$ cat src/inc/spec_pkg.sv
// Shared constants and types for the splitter port enable control block
package spec_pkg;

  // ******************************************************
  // Register indexes (byte address = index * 4)
  // ******************************************************
  localparam logic [2:0] CFG_IDX    = 3'h0;
  localparam logic [2:0] RXSET_IDX  = 3'h1;
  localparam logic [2:0] STAT_IDX   = 3'h2;
  localparam logic [2:0] MASK_IDX   = 3'h3;
  localparam logic [2:0] PINS_IDX   = 3'h4;
  localparam int         ADDR_LSB   = 2;

  // ******************************************************
  // Reset values and field positions
  // ******************************************************
  localparam logic [7:0] CFG_RST     = 8'hff;
  localparam logic [7:0] RXSET_RST   = 8'h00;
  localparam logic [2:0] MASK_RST    = 3'h0;
  localparam int         CFG_NORMAL  = 7;
  localparam int         CFG_PORT_A  = 5;
  localparam int         CFG_PORT_B  = 4;
  localparam int         RX_TERM_OFF = 7;
  localparam int         RX_SQ_OFF   = 1;

  // Interrupt status bits
  localparam int EV_SQ_ENTER = 0;
  localparam int EV_SQ_LEAVE = 1;
  localparam int EV_HP_CHG   = 2;
  localparam int EV_NUM      = 3;

  // ******************************************************
  // Clock-detect glitch filter timing
  // ******************************************************
  localparam int CLK_HZ       = 200_000_000;
  localparam int FILT_NS      = 100;
  localparam int FILT_CYCLES  = (FILT_NS * (CLK_HZ / 1_000_000) + 999) / 1000;
  localparam int FILT_W       = $clog2(FILT_CYCLES + 1);

  // Pre-emphasis setting, code order 0, 1.5, 2.5, 3.5 dB
  typedef enum logic [1:0] {
    EMPH_0DB0 = 2'h0,
    EMPH_1DB5 = 2'h1,
    EMPH_2DB5 = 2'h2,
    EMPH_3DB5 = 2'h3
  } spec_emph_type;

  // Squelch state, filtered clock-detect driven
  typedef enum logic {
    SQ_RUN  = 1'b0,
    SQ_MUTE = 1'b1
  } spec_sq_type;

  // Strap pins sampled by the block
  typedef struct packed {
    logic output_gate;
    logic control_mode_strap;
    logic broadcast_select;
    logic port_selector;
    logic preemph_code_hi;
    logic preemph_code_lo;
    logic swing_code_hi;
    logic swing_code_lo;
  } spec_strap_type;

  // Per-port analog controls
  typedef struct packed {
    logic enable;
    logic drv_hiz;
  } spec_port_type;

endpackage

$ cat src/rtl/spec_ctrl.sv
// Port enable, hot-plug, squelch and register logic of the 1:2 link splitter
//
// The Avalon-MM interface to the registers and the address map were decided locally.
`timescale 1ns/10ps

module spec_ctrl #(
  parameter int ADDR_W = 5
) (
  input  wire logic                  clk_i,
  input  wire logic                  srst_i,
  // Avalon-MM slave
  input  wire logic [ADDR_W-1:0]     avs_address_i,
  input  wire logic                  avs_read_i,
  input  wire logic                  avs_write_i,
  input  wire logic [31:0]           avs_writedata_i,
  input  wire logic [3:0]            avs_byteenable_i,
  output logic      [31:0]           avs_readdata_o,
  output logic                       avs_waitrequest_o,
  output logic                       irq_o,
  // Straps and sink side
  input  wire spec_pkg::spec_strap_type strap_i,
  input  wire logic                  hotplug_port_a_i,
  input  wire logic                  hotplug_port_b_i,
  input  wire logic                  link_clk_level_i,
  input  wire logic                  rout_select_i,
  // Analog controls
  output spec_pkg::spec_port_type    port_a_o,
  output spec_pkg::spec_port_type    port_b_o,
  output logic                       hotplug_to_source_o,
  output logic                       port_status_o,
  output logic                       rx_on_o,
  output logic                       input_term_res_en_o,
  output logic                       src_term_en_o,
  output spec_pkg::spec_emph_type    preemph_o,
  output logic [1:0]                 swing_code_o,
  output logic [3:0]                 bus_addr_o,
  output logic                       squelched_o
);

  // ******************************************************
  // Declarations
  // ******************************************************

  // Operating mode as the straps decode it
  typedef enum logic [1:0] {
    MODE_OFF    = 2'h0,
    MODE_SINGLE = 2'h1,
    MODE_BCAST  = 2'h3,
    MODE_REG    = 2'h2
  } spec_mode_type;

  // Register bus and register file
  logic [7:0]                      cfg_q;
  logic [7:0]                      rxset_q;
  logic [spec_pkg::EV_NUM-1:0]     stat_q;
  logic [spec_pkg::EV_NUM-1:0]     mask_q;
  logic [spec_pkg::EV_NUM-1:0]     events;
  logic                            ack_q;
  logic [31:0]                     rdata_q;
  logic [31:0]                     rd_value;
  logic [2:0]                      reg_idx;
  logic                            reg_hit;
  logic                            wr_done;
  logic                            rd_done;

  // Clock-detect filter and event history
  logic                            det_q;
  logic [spec_pkg::FILT_W-1:0]     filt_cnt_q;
  spec_pkg::spec_sq_type           sq_state;
  spec_pkg::spec_sq_type           sq_prev_q;
  logic                            hp_out_prev_q;

  // Port decision
  logic                            gate;
  logic                            reg_mode;
  logic                            sq_enabled;
  spec_mode_type                   mode;
  logic                            sel_a;
  logic                            sel_b;
  logic                            hp_out;
  logic [1:0]                      sel_vec;
  logic [1:0]                      hp_vec;
  logic [1:0]                      en_vec;

  // Register index from a byte address; the two low bits and any bits above the index are ignored
  function automatic logic [2:0] word_idx(input logic [ADDR_W-1:0] addr);
    word_idx = addr[spec_pkg::ADDR_LSB +: 3];
  endfunction

  // Gate first, then mode strap, then broadcast pin
  function automatic spec_mode_type strap_mode(input spec_pkg::spec_strap_type s);
    if (!s.output_gate) begin
      strap_mode = MODE_OFF;
    end else if (s.control_mode_strap) begin
      strap_mode = MODE_REG;
    end else if (s.broadcast_select) begin
      strap_mode = MODE_BCAST;
    end else begin
      strap_mode = MODE_SINGLE;
    end
  endfunction

  // ******************************************************
  // Avalon-MM slave: one wait cycle per access
  // ******************************************************

  // Waitrequest drops in the cycle after the request appears
  assign avs_waitrequest_o = (avs_read_i | avs_write_i) & ~ack_q;
  assign reg_idx           = word_idx(avs_address_i);
  assign reg_hit           = reg_idx <= spec_pkg::PINS_IDX;
  assign wr_done           = avs_write_i & ack_q;
  assign rd_done           = avs_read_i & ack_q;
  assign avs_readdata_o    = rdata_q;

  // Acknowledge toggles so back-to-back requests each wait once
  always_ff @(posedge clk_i) begin
    if (srst_i) begin
      ack_q <= 1'b0;
    end else begin
      ack_q <= (avs_read_i | avs_write_i) & ~ack_q;
    end
  end

  // Read mux; unmapped words read zero
  always_comb begin
    rd_value = 32'h0000_0000;
    unique case (reg_idx)
      spec_pkg::CFG_IDX:   rd_value = {24'h00_0000, cfg_q};
      spec_pkg::RXSET_IDX: rd_value = {24'h00_0000, rxset_q};
      spec_pkg::STAT_IDX:  rd_value = {29'h0000_0000, stat_q};
      spec_pkg::MASK_IDX:  rd_value = {29'h0000_0000, mask_q};
      spec_pkg::PINS_IDX:  rd_value = {22'h00_0000, strap_i, hotplug_port_b_i, hotplug_port_a_i};
      default:             rd_value = 32'h0000_0000;
    endcase
  end

  // Read data captured as waitrequest falls
  always_ff @(posedge clk_i) begin
    if (srst_i) begin
      rdata_q <= 32'h0000_0000;
    end else if (avs_read_i & ~ack_q) begin
      rdata_q <= rd_value;
    end
  end

  // Configuration register, port 1/port 2 enables and normal bit
  always_ff @(posedge clk_i) begin
    if (srst_i) begin
      cfg_q <= spec_pkg::CFG_RST;
    end else if (wr_done && reg_hit && reg_idx == spec_pkg::CFG_IDX && avs_byteenable_i[0]) begin
      cfg_q <= avs_writedata_i[7:0];
    end
  end

  // Receiver settings register, squelch and termination bits
  always_ff @(posedge clk_i) begin
    if (srst_i) begin
      rxset_q <= spec_pkg::RXSET_RST;
    end else if (wr_done && reg_hit && reg_idx == spec_pkg::RXSET_IDX && avs_byteenable_i[0]) begin
      rxset_q <= avs_writedata_i[7:0];
    end
  end

  // Interrupt mask, same layout as status
  always_ff @(posedge clk_i) begin
    if (srst_i) begin
      mask_q <= spec_pkg::MASK_RST;
    end else if (wr_done && reg_hit && reg_idx == spec_pkg::MASK_IDX && avs_byteenable_i[0]) begin
      mask_q <= avs_writedata_i[spec_pkg::EV_NUM-1:0];
    end
  end

  // ******************************************************
  // Interrupt status
  // ******************************************************

  // Event detection against last cycle's decision
  assign events[spec_pkg::EV_SQ_ENTER] = (sq_state == spec_pkg::SQ_MUTE) & (sq_prev_q == spec_pkg::SQ_RUN);
  assign events[spec_pkg::EV_SQ_LEAVE] = (sq_state == spec_pkg::SQ_RUN) & (sq_prev_q == spec_pkg::SQ_MUTE);
  assign events[spec_pkg::EV_HP_CHG]   = hp_out ^ hp_out_prev_q;

  // History for edge detection
  always_ff @(posedge clk_i) begin
    if (srst_i) begin
      sq_prev_q     <= spec_pkg::SQ_RUN;
      hp_out_prev_q <= 1'b0;
    end else begin
      sq_prev_q     <= sq_state;
      hp_out_prev_q <= hp_out;
    end
  end

  // Read clears only the bits it returned, so an event landing mid-read survives
  // A same-cycle event still sets; set wins over clear
  always_ff @(posedge clk_i) begin
    if (srst_i) begin
      stat_q <= '0;
    end else if (rd_done && reg_idx == spec_pkg::STAT_IDX) begin
      stat_q <= (stat_q & ~rdata_q[spec_pkg::EV_NUM-1:0]) | events;
    end else begin
      stat_q <= stat_q | events;
    end
  end

  assign irq_o = |(stat_q & mask_q);

  // ******************************************************
  // Clock-detect filter
  // ******************************************************

  // Flag flips only after the raw level holds for the full window
  // Costs the same latency on squelch entry and exit alike
  always_ff @(posedge clk_i) begin
    if (srst_i) begin
      det_q      <= 1'b0;
      filt_cnt_q <= '0;
    end else if (link_clk_level_i == det_q) begin
      filt_cnt_q <= '0;
    end else if (filt_cnt_q == spec_pkg::FILT_W'(spec_pkg::FILT_CYCLES - 1)) begin
      det_q      <= link_clk_level_i;
      filt_cnt_q <= '0;
    end else begin
      filt_cnt_q <= filt_cnt_q + 1'b1;
    end
  end

  // ******************************************************
  // Port decision, purely combinational
  // ******************************************************

  // Mode and squelch qualifiers
  assign gate       = strap_i.output_gate;
  assign reg_mode   = strap_i.control_mode_strap;
  assign sq_enabled = ~rxset_q[spec_pkg::RX_SQ_OFF];
  assign mode       = strap_mode(strap_i);

  // Squelch follows filtered detect; bit 1 set leaves data undriven-free
  assign sq_state = (gate && sq_enabled && !det_q) ? spec_pkg::SQ_MUTE
                                                   : spec_pkg::SQ_RUN;

  // Port selection by mode; standby bit only acts in register mode
  always_comb begin
    sel_a = 1'b0;
    sel_b = 1'b0;
    unique case (mode)
      MODE_OFF: begin
        sel_a = 1'b0;
        sel_b = 1'b0;
      end
      MODE_REG: begin
        sel_a = cfg_q[spec_pkg::CFG_PORT_A] & cfg_q[spec_pkg::CFG_NORMAL];
        sel_b = cfg_q[spec_pkg::CFG_PORT_B] & cfg_q[spec_pkg::CFG_NORMAL];
      end
      MODE_BCAST: begin
        sel_a = 1'b1;
        sel_b = 1'b1;
      end
      MODE_SINGLE: begin
        sel_a = ~strap_i.port_selector;
        sel_b = strap_i.port_selector;
      end
    endcase
  end

  // Hot-plug toward the source
  // Standby bit ignored here, so the source still sees plugged sinks
  always_comb begin
    hp_out = 1'b0;
    unique case (mode)
      MODE_OFF: begin
        hp_out = 1'b0;
      end
      MODE_REG: begin
        hp_out = (hotplug_port_a_i & cfg_q[spec_pkg::CFG_PORT_A]) |
                 (hotplug_port_b_i & cfg_q[spec_pkg::CFG_PORT_B]);
      end
      MODE_BCAST: begin
        hp_out = hotplug_port_a_i | hotplug_port_b_i;
      end
      MODE_SINGLE: begin
        hp_out = strap_i.port_selector ? hotplug_port_b_i : hotplug_port_a_i;
      end
    endcase
  end

  assign hotplug_to_source_o = hp_out;

  // Same gating for both ports, so one loop serves them
  assign sel_vec = {sel_b, sel_a};
  assign hp_vec  = {hotplug_port_b_i, hotplug_port_a_i};
  for (genvar g = 0; g < 2; g++) begin : g_port
    // Enabled only while selected, plugged and not squelched
    assign en_vec[g] = sel_vec[g] & hp_vec[g] & (sq_state == spec_pkg::SQ_RUN);
  end

  // Port outputs; squelch mutes to high impedance
  assign port_a_o.enable  = en_vec[0];
  assign port_b_o.enable  = en_vec[1];
  assign port_a_o.drv_hiz = ~en_vec[0];
  assign port_b_o.drv_hiz = ~en_vec[1];
  assign squelched_o      = sq_state == spec_pkg::SQ_MUTE;

  // Receiver and terminations
  assign rx_on_o             = gate;
  assign input_term_res_en_o = gate & (sq_enabled | ~rxset_q[spec_pkg::RX_TERM_OFF]);
  assign src_term_en_o       = gate & rout_select_i;
  assign port_status_o       = cfg_q[spec_pkg::CFG_PORT_A];

  // ******************************************************
  // Shared strap pins
  // ******************************************************

  // Address in register mode, swing and pre-emphasis in pin mode
  // No register drives swing or pre-emphasis, so register mode holds them at zero
  assign bus_addr_o   = reg_mode ? {strap_i.preemph_code_hi, strap_i.preemph_code_lo,
                                    strap_i.swing_code_hi, strap_i.swing_code_lo} : 4'h0;
  assign swing_code_o = reg_mode ? 2'h0 : {strap_i.swing_code_hi, strap_i.swing_code_lo};
  assign preemph_o    = reg_mode ? spec_pkg::EMPH_0DB0
                                 : spec_pkg::spec_emph_type'({strap_i.preemph_code_hi,
                                                              strap_i.preemph_code_lo});

endmodule // spec_ctrl

$ cat config.mk
export PLATFORM = sky130hd
export DESIGN_NAME = spec_ctrl
export DESIGN_NICKNAME = d
export VERILOG_FILES = /design/src/inc/spec_pkg.sv /design/src/rtl/spec_ctrl.sv
export SDC_FILE = /design/constraint.sdc
export NUM_CORES = 1
export LEC_CHECK = 0
export BUFFER_PORTS_ARGS = -buffer_cell sky130_fd_sc_hd__buf_4
export CAP_MARGIN = 20
export CORE_MARGIN = 5
export CORE_UTILIZATION = 46
export CTS_CLUSTER_DIAMETER = 40
export CTS_CLUSTER_SIZE = 8
export DETAILED_ROUTE_END_ITERATION = 10
export HOLD_SLACK_MARGIN = 0.05
export PLACE_DENSITY = 0.78
export SLEW_MARGIN = 20
export SYNTH_ARGS = -nofsm -noshare
export SYNTH_HDL_FRONTEND = slang
export SYNTH_SLANG_ARGS = --single-unit
$ cat constraint.sdc
create_clock -name clk_i -period 1.8 [get_ports clk_i]
set_clock_uncertainty 0.05 [all_clocks]
set_input_delay 0.18 -clock clk_i [delete_from_list [all_inputs] [get_ports clk_i]]
set_output_delay 0.18 -clock clk_i [all_outputs]
set_load 0.01 [all_outputs]
==> results of run 1 <==
worst paths after layout:
check	start	to	slack, ns	depth (start not counted)
min	avs_writedata_i[5]	cfg_q[5]	0.07	3
max	rxset_q[1]	port_b_o[1]	0.25	5
min reg2reg	filt_cnt_q[0]	filt_cnt_q[0]	0.40	1
max reg2reg	ack_q	mask_q[2]	0.37	4
cell type report:
class	count	area, µm²	share of cell area (%)
Clock buffer	7	86.3	3.20
Clock inverter	1	30.0	1.11
Inverter	13	48.8	1.81
Multi-Input combinational cell	192	1180	43.6
Sequential cell	41	821	30.4
Tap cell	54	67.6	2.50
Timing Repair Buffer	62	468	17.3
state kept, by name (all words and copies together), names as in the netlist:
name	count
ack_q	1
avs_readdata_o	10
cfg_q	8
det_q	1
filt_cnt_q	5
hp_out_prev_q	1
mask_q	3
rxset_q	8
sq_prev_q	1
stat_q	3
synth_stat cells (2+ instances only):
| master | number |
|---|---|
| inv_1 | 12 |
| nand3b_1 | 6 |
| nand3_1 | 9 |
| nor2b_1 | 6 |
| xnor2_1 | 2 |
| mux2i_1 | 26 |
| nand4_1 | 3 |
| nor3_1 | 3 |
| nor2_1 | 33 |
| clkbuf_1 | 7 |
| o21ai_0 | 5 |
| a21oi_1 | 10 |
| and2_1 | 6 |
| buf_2 | 2 |
| buf_4 | 25 |
| a22oi_1 | 7 |
| o2bb2ai_1 | 5 |
| a21o_1 | 2 |
| nand2b_1 | 4 |
| o32ai_1 | 3 |
| o211ai_1 | 3 |
| dfxtp_1 | 41 |
| nand2_1 | 20 |
metal layers:
metal  vias to the layer above  global-route usage, %  routed length, µm
li1                        953                      -                  -
met1                       862                   21.6               2230
met2                        79                   27.1               2410
met3                        13                   6.35                450
met4                         0                   7.56                140
met5                         -                      0                  0
what timing repair did:
| item | 4_1_cts | 5_1_grt |
|---|---|---|
| resized for setup | 0 | 0 |
| hold endpoints to repair | 0 | 1 |
| buffers inserted | 0 | 0 |
| hold buffers | 0 | 1 |
power breakdown:
| part | total (W) | internal [W] | switching [W] |
|---|---|---|---|
| logic | 0.000286 | 0.000127 | 0.000159 |
| clock network | 0.000762 | 0.000452 | 0.000310 |
| registers | 0.000944 | 0.000928 | 0.0000161 |
| total | 0.00199 | 0.00151 | 0.000486 |
worst min-delay path, delay by kind of cell:
| family | cells | cell delay, ns |
|---|---|---|
| buffers and inverters | 1 | 0.09 |
| multiplexers | 1 | 0.06 |
| AND/OR/NAND/NOR | 1 | 0.06 |
cells by family (layout without fill, tap and decap cells):
kind of cell,Yosys count,after routing,share of synthesized area [%]
other cells,1,22,0.170
simple gates,99,99,22.8
flops,41,41,37.2
compound gates,41,41,13.2
fa+ha+maj,1,1,0.567
xor+xnor,3,3,1.19
buf+inv,49,83,13.0
mux,26,26,11.8
metrics by stage:
step / hold slack [ns] / cell area, µm²
after global routing: 0.0771 / 2700
after CTS: 0.0525 / 2690
after floorplan: 0.258 / 2290
final: 0.0730 / 2700
after global placement: 0.358 / 2570
after detailed placement: 0.362 / 2570
==> results.sh, run 1 <==
export IMPL_stdcell_count=370
export IMPL_critPathSlowestCell="dfxtp_1"
export IMPL_grt_usage_pct=17.4
export IMPL_critPathRequiredTime_ns=1.57
export IMPL_fin_nets=373
export IMPL_synthArstFlopShare_pct=0
export IMPL_yosys_register_bits=41
export IMPL_synth_area_leaders="dfxtp_1, mux2i_1, buf_4"
export IMPL_final_layout_size_suffix_gt1_share_pct=23.1
export IMPL_die_x_um=79.3
export IMPL_setup_viol=0
export IMPL_firstDrtPassIters=4
export IMPL_hold_class="input pin to flip-flop"
export IMPL_synth_edff_count=0
export IMPL_grt_pass1_vias=1833
export IMPL_vias=1907
export IMPL_path_buf_inv=2
export IMPL_placedCellCount=361
export IMPL_crit_path_start_kind="flip-flop"
export IMPL_cts_buffers=5
export IMPL_rsz0062_at_grt="false"
export IMPL_finalPower_w=0.00199
export IMPL_syn_area_per_cell_um2=8.46
export IMPL_fin_crit_ns=1.55
export IMPL_p_leak_nw=1.21
export IMPL_cts_tree="yes"
export IMPL_ir_drop_v=0.000392
export IMPL_antenna_found_initial=0
export IMPL_grt_max_degree=30
export IMPL_mostFrequentLayoutCells="buf_4, dfxtp_1, nor2_1, mux2i_1, conb_1"
export IMPL_synth_area_leader_cell="dfxtp_1"
export IMPL_outcome="finished clean"
export IMPL_die_area_um2=6280
export IMPL_ant_nets=0
export IMPL_viasPerCell=5.15
export IMPL_floorplan_initialDensity_pct=47.0
export IMPL_dp_hpwl_um=3940
export IMPL_crit_arrival_ns=1.32
export IMPL_ios=109
export IMPL_clock_sinks=41
export IMPL_max_freq_mhz=644
export IMPL_fin_setup_tns_ns=0
export IMPL_coreArea_um2=4690
export IMPL_path_clk_slew_ns=0.07
export IMPL_critPathMaxStageDelay_ns=0.38
export IMPL_hold_violations=0
export IMPL_insertion_delay_ns=0.29
export IMPL_portBuffers=57
export IMPL_rows=25
export IMPL_syn_inst=261
export IMPL_nFillCells=434
export IMPL_grt_pass1_wl_um=8620
export IMPL_cp_top_family="simple AND/OR/NAND/NOR gates"
export IMPL_setup_slack_ns=0.247
export IMPL_synth_area_um2=2210
export IMPL_die_y_um=79.3
export IMPL_post_place_ws_ns=0.280
export IMPL_wl_per_cell_um=14.1
export IMPL_overflow=0
export IMPL_dr_first_iter_drc_count=183
export IMPL_path_cells="nor2_1, nor2b_1, nand3_1, inv_1, buf_4"
export IMPL_endpoint_kind="output port"
export IMPL_final_common_cell="buf_4"
export IMPL_utilization_pct=57.5
export IMPL_finalCritPeriodShare_pct=86.3
export IMPL_yosysSeqAreaShare_pct=37.2
export IMPL_ys_warnings_count=0
export IMPL_timing_final_max_slew_violations=0
export IMPL_cts_root_buffer_cell="clkbuf_8"
export IMPL_gp_congestion=0.853
export IMPL_synth_cell_types=44
export IMPL_cts_buffer_depth=2
export IMPL_drc=0
export IMPL_finalWirelength_um=5240
export IMPL_power_density_nw_per_um2=738
export IMPL_antenna_cells=0
export IMPL_synth_main_ff_cell="dfxtp_1"
export IMPL_path_class="flip-flop to output port"
export IMPL_synthToLayoutAreaGrowth_pct=22.3
export IMPL_synth_top_area_share_pct=37.2
export IMPL_htreeDepth=2
export IMPL_cp_max_fo=4
export IMPL_cap_violations=0
(Power assumes the default switching activity.)
==> run 2: changes to the inputs <==
--- a/config.mk
+++ b/config.mk
@@ -12,6 +12,7 @@
 export CTS_CLUSTER_DIAMETER = 40
 export CTS_CLUSTER_SIZE = 8
 export DETAILED_ROUTE_END_ITERATION = 10
+export GPL_TIMING_DRIVEN = 0
 export HOLD_SLACK_MARGIN = 0.05
 export PLACE_DENSITY = 0.78
 export SLEW_MARGIN = 20
==> run 2 against run 1 <==
Against the previous run:
- hold slack got worse by 0.0072 ns
- first-iteration DRC count decreased by 46%
- critical path depth unchanged
- non-clock buffer count increased by 29
- sequential share of layout area decreased by 1.6 points
- clock power decreased by 20%
- global-route usage increased by 0.36 points
- cell area increased by 5.7%
- die area unchanged
- total power decreased by 5.5%
- wire length increased by 5.8%
- largest power group unchanged
- highest routed layer unchanged
==> results.sh, run 2 (synthesis gave the netlist of run 1 again) <==
export IMPL_max_freq_mhz=628
export IMPL_hold_class="input pin to flip-flop"
export IMPL_cts_repair_resized=0
export IMPL_cts_root_buffer_cell="clkbuf_8"
export IMPL_fin_setup_tns_ns=0
export IMPL_dpl_cell_area_um2=2770
export IMPL_grt_usage_pct=17.8
export IMPL_clock_sinks=41
export IMPL_final_layout_size_suffix_gt1_share_pct=27.3
export IMPL_crit_arrival_ns=1.36
export IMPL_path_buf_inv=2
export IMPL_utilization_pct=60.8
export IMPL_dr_first_iter_drc_count=99
export IMPL_cts_buffers=5
export IMPL_cp_top_family="simple AND/OR/NAND/NOR gates"
export IMPL_coreArea_um2=4690
export IMPL_finalCritPeriodShare_pct=88.5
export IMPL_floorplan_initialDensity_pct=47.0
export IMPL_timing_final_max_slew_violations=0
export IMPL_ir_drop_v=0.000492
export IMPL_path_class="flip-flop to output port"
export IMPL_cts_tree="yes"
export IMPL_die_y_um=79.3
export IMPL_fin_crit_ns=1.59
export IMPL_path_clk_slew_ns=0.08
export IMPL_overflow=0
export IMPL_vias=2029
export IMPL_wl_per_cell_um=13.9
export IMPL_path_cells="nor2_1, nor2b_1, nand3_1, inv_1, buf_4"
export IMPL_fin_nets=402
export IMPL_fin_area_um2=2850
export IMPL_ant_nets=0
export IMPL_synthToLayoutAreaGrowth_pct=29.3
export IMPL_grt_max_degree=12
export IMPL_firstDrtPassIters=6
export IMPL_insertion_delay_ns=0.29
export IMPL_drc=0
export IMPL_die_x_um=79.3
export IMPL_critPathMaxStageDelay_ns=0.38
export IMPL_viasPerCell=5.10
export IMPL_cap_violations=0
export IMPL_cts_setup_buffers=0
export IMPL_cts_hold_buf=0
export IMPL_hold_violations=0
export IMPL_endpoint_kind="output port"
export IMPL_antenna_found_initial=0
export IMPL_max_slew_worst_pin_slew_ns=0.556
export IMPL_crit_path_start_kind="flip-flop"
export IMPL_largest_reg_flops=10
export IMPL_critPathSlowestCell="dfxtp_1"
export IMPL_final_common_cell="buf_4"
export IMPL_outcome="finished clean"
export IMPL_power_density_nw_per_um2=660
export IMPL_antenna_cells=0
export IMPL_finalWirelength_um=5540
export IMPL_rows=25
export IMPL_cp_max_fo=3
export IMPL_whs_ns=0.0658
export IMPL_cts_buffer_depth=2
export IMPL_grt_pass1_wl_um=8880
export IMPL_ios=109
export IMPL_dp_hpwl_um=4340
export IMPL_relSlewSlack_pct=62.8
export IMPL_grt_pass1_vias=1867
export IMPL_critPathRequiredTime_ns=1.57
export IMPL_gp_congestion=0.898
export IMPL_htreeDepth=2
export IMPL_p_leak_nw=1.32
export IMPL_rsz0062_at_grt="false"
export IMPL_mostFrequentLayoutCells="buf_4, dfxtp_1, nor2_1, mux2i_1, conb_1"
export IMPL_die_area_um2=6280
export IMPL_portBuffers=55
export IMPL_setup_viol=0
-- run 2: cell types whose count changed in the layout (fill, tap and decap cells not counted), sizes merged --
cell         change
dlygate4sd3      -1
bufinv           -1
clkbuf           +7
buf             +23
-- run 2: path summary, 6_finish.rpt --
| path | cells past startpoint | to | from | slack, ns |
|---|---|---|---|---|
| max | 5 | port_b_o[1] | det_q | 0.21 |
| min | 3 | cfg_q[6] | avs_writedata_i[6] | 0.07 |
| max reg2reg | 4 | rxset_q[2] | ack_q | 0.26 |
| min reg2reg | 1 | filt_cnt_q[0] | filt_cnt_q[0] | 0.41 |
-- run 2: report_power, final --
group / total, W / switching, W / internal, W
clock: 0.000611 / 0.000306 / 0.000304
sequential: 0.000943 / 0.0000160 / 0.000927
combinational: 0.000329 / 0.000169 / 0.000160
total: 0.00188 / 0.000491 / 0.00139
-- run 2: per-layer routing --
metal,global-route usage [%],share of wire (%),vias to the layer above
met5,0,0,-
met4,6.36,2.3,0
met3,4.65,7.3,11
met2,29.8,48,79
met1,22.0,43,931
li1,-,-,1008
-- run 2: stage by stage --
stage / setup slack, ns / instances / total power (W)
after global routing: 0.114 / 398 / 0.00197
after floorplan: 0.459 / 282 / 0.00116
after detailed placement: 0.264 / 391 / 0.00129
after global placement: 0.284 / 391 / 0.00129
after CTS: 0.213 / 398 / 0.00189
final: 0.207 / 398 / 0.00188
-- run 2: tightest hold or removal path: stages --
cell	delay, ns
buf_4	0.08
mux2i_1	0.05
nand2_1	0.06
-- run 2: cell type report --
type | count | area, µm²
plain buffers | 36 | 239
clock buffers | 7 | 86.3
fillers | 433 | 1840
inverters | 13 | 48.8
multi-input cells | 192 | 1180
flip-flops and latches | 41 | 821
well taps | 54 | 67.6
repair buffers | 55 | 413
==> run 3: changes to the inputs <==
==> constraint.sdc (replaced) <==
create_clock -name clk_i -period 1.6 [get_ports clk_i]
set_clock_uncertainty 0.05 [all_clocks]
set_input_delay 0.08 -clock clk_i [delete_from_list [all_inputs] [get_ports clk_i]]
set_output_delay 0.08 -clock clk_i [all_outputs]
set_load 0.01 [all_outputs]
==> run 3 against run 2 <==
Against the previous run:
- final cell count up 3.0%
- sequential power up 12%
- core utilization up 3.0 points
- setup slack worse by 0.15 ns
- critical path type is now input pin to flip-flop
- largest cell class unchanged
- highest routed layer unchanged
==> results.sh, run 3 (synthesis gave the netlist of run 1 again) <==
export IMPL_die_area_um2=6280
export IMPL_hold_violations=0
export IMPL_dp_hpwl_um=4340
export IMPL_hold_class="input pin to flip-flop"
export IMPL_rrSetupSlack_ns=0.15
export IMPL_grt_pass1_vias=1931
export IMPL_drc=0
export IMPL_coreArea_um2=4690
export IMPL_met3_length_um=431
export IMPL_outcome="finished clean"
export IMPL_max_freq_mhz=649
export IMPL_die_y_um=79.3
export IMPL_power_density_nw_per_um2=717
export IMPL_setup_viol=0
export IMPL_timing_final_max_slew_violations=0
export IMPL_whs_ns=0.0717
export IMPL_die_x_um=79.3
export IMPL_fin_crit_ns=1.54
export IMPL_p_leak_nw=1.38
export IMPL_synthToLayoutAreaGrowth_pct=35.7
export IMPL_crit_arrival_ns=1.66
export IMPL_firstDrtPassIters=5
export IMPL_worstRegToRegCells=5
export IMPL_p_clk_share_pct=31.9
export IMPL_floorplan_initialDensity_pct=47.0
export IMPL_fin_setup_tns_ns=0
export IMPL_wl_met2_um=2910
export IMPL_grt_pass1_wl_um=9160
export IMPL_htreeDepth=2
export IMPL_ir_drop_v=0.000552
export IMPL_p_sw_share_pct=26.1
export IMPL_viasPerCell=5.08
export IMPL_dpl_cell_area_um2=2770
export IMPL_final_common_cell="buf_4"
export IMPL_cts_tree="yes"
export IMPL_grt_usage_pct=18.4
export IMPL_overflow=0
export IMPL_nFillCells=406
export IMPL_largest_reg_flops=10
export IMPL_fin_area_um2=2990
export IMPL_endpoint_kind="flip-flop"
export IMPL_path_clk_slew_ns=0.07
export IMPL_crit_path_start_kind="input pin"
export IMPL_path_class="input pin to flip-flop"
export IMPL_final_layout_size_suffix_gt1_share_pct=27.5
export IMPL_portBuffers=55
export IMPL_ios=109
export IMPL_critPathRequiredTime_ns=1.72
export IMPL_startpoint="avs_write_i"
export IMPL_clock_sinks=41
export IMPL_finalCritPeriodShare_pct=96.3
export IMPL_finalPower_w=0.00215
export IMPL_internal_power_w=0.00159
export IMPL_max_slew_worst_pin_slew_ns=0.517
export IMPL_timing_rr_start="ack_q"
export IMPL_cp_max_fo=10
export IMPL_finalWirelength_um=5910
export IMPL_cap_violations=0
export IMPL_mostFrequentLayoutCells="buf_4, dfxtp_1, nor2_1, mux2i_1, conb_1"
export IMPL_wl_per_cell_um=14.4
export IMPL_p_seq_share_pct=49.5
export IMPL_dr_first_iter_drc_count=176
export IMPL_cts_buffer_depth=2
export IMPL_comb_power_share_pct=18.6
export IMPL_p_sw_w=0.000561
export IMPL_antenna_cells=0
export IMPL_relSlewSlack_pct=65.6
export IMPL_fin_nets=414
export IMPL_vias=2083
export IMPL_gp_congestion=0.898
export IMPL_ant_nets=0
export IMPL_insertion_delay_ns=0.29
export IMPL_r2r_end="cfg_q[4]"
export IMPL_cts_root_buffer_cell="clkbuf_8"
export IMPL_cts_buffers=5
export IMPL_top_layer="met4"
export IMPL_cp_endpoint="cfg_q[4]"
export IMPL_antenna_found_initial=0
export IMPL_grt_max_degree=12
export IMPL_wl_met1_um=2470
export IMPL_rows=25
[run 3: worst min-delay path by stage]
stage | startpoint | to | slack (ns) | cells after the start
global placement | avs_writedata_i[6] | cfg_q[6] | 0.26 | 3
global route | strap_i[7] | avs_readdata_o[9] | 0.08 | 3
CTS | strap_i[7] | avs_readdata_o[9] | 0.06 | 3
finish | strap_i[7] | avs_readdata_o[9] | 0.07 | 3
floorplan | avs_writedata_i[3] | cfg_q[3] | 0.16 | 2
detailed placement | avs_writedata_i[6] | cfg_q[6] | 0.27 | 3
[run 3: cell type report]
cell class	instances	area (µm²)	area share [%]
sequential	41	822	27.5
buffer	35	236	7.90
multi-input combinational	192	1180	39.4
inverter	13	48.8	1.63
timing repair buffer	68	553	18.5
clock buffer	7	86.3	2.88
tap	54	67.6	2.26
[run 3: timing repair]
item / 4_1_cts / 5_1_grt
endpoints found under the hold margin: 23 / 0
setup endpoints to repair: 0 / 19
hold buffers: 12 / 0
buffers inserted: 0 / 1
gates resized for setup: 0 / 4
[run 3: critical path, stage by stage]
cell and delay (ns):
dlygate4sd3_1 0.55, buf_4 0.13, nand4b_2 0.17, nor2_2 0.21, buf_4 0.22, mux2i_1 0.21, nand2_1 0.06
[run 3: per-stage QoR]
stage                     utilization (%)  instances  worst slack (ns)
final                                63.8        410            0.0590
after global routing                 63.8        410           -0.0163
after CTS                            63.4        410            0.0264
after detailed placement             59.0        391            0.0639
after global placement               59.0        391            0.0837
after floorplan                         -        282             0.259
[run 3: metal layers]
layer | global-route usage [%] | vias up
li1 | - | 1032
met2 | 32.2 | 89
met4 | 5.84 | 0
met5 | 0 | -
met1 | 22.3 | 954
met3 | 4.31 | 8
[run 3: power groups by stage]
stage / combinational, W / clock [W] / sequential (W)
2_1_floorplan: 0.000221 / 0 / 0.00108
3_3_place_gp: 0.000362 / 0 / 0.00108
3_5_place_dp: 0.000367 / 0 / 0.00109
4_1_cts: 0.000392 / 0.000699 / 0.00106
5_1_grt: 0.000434 / 0.000748 / 0.00107
6_report: 0.000399 / 0.000685 / 0.00106
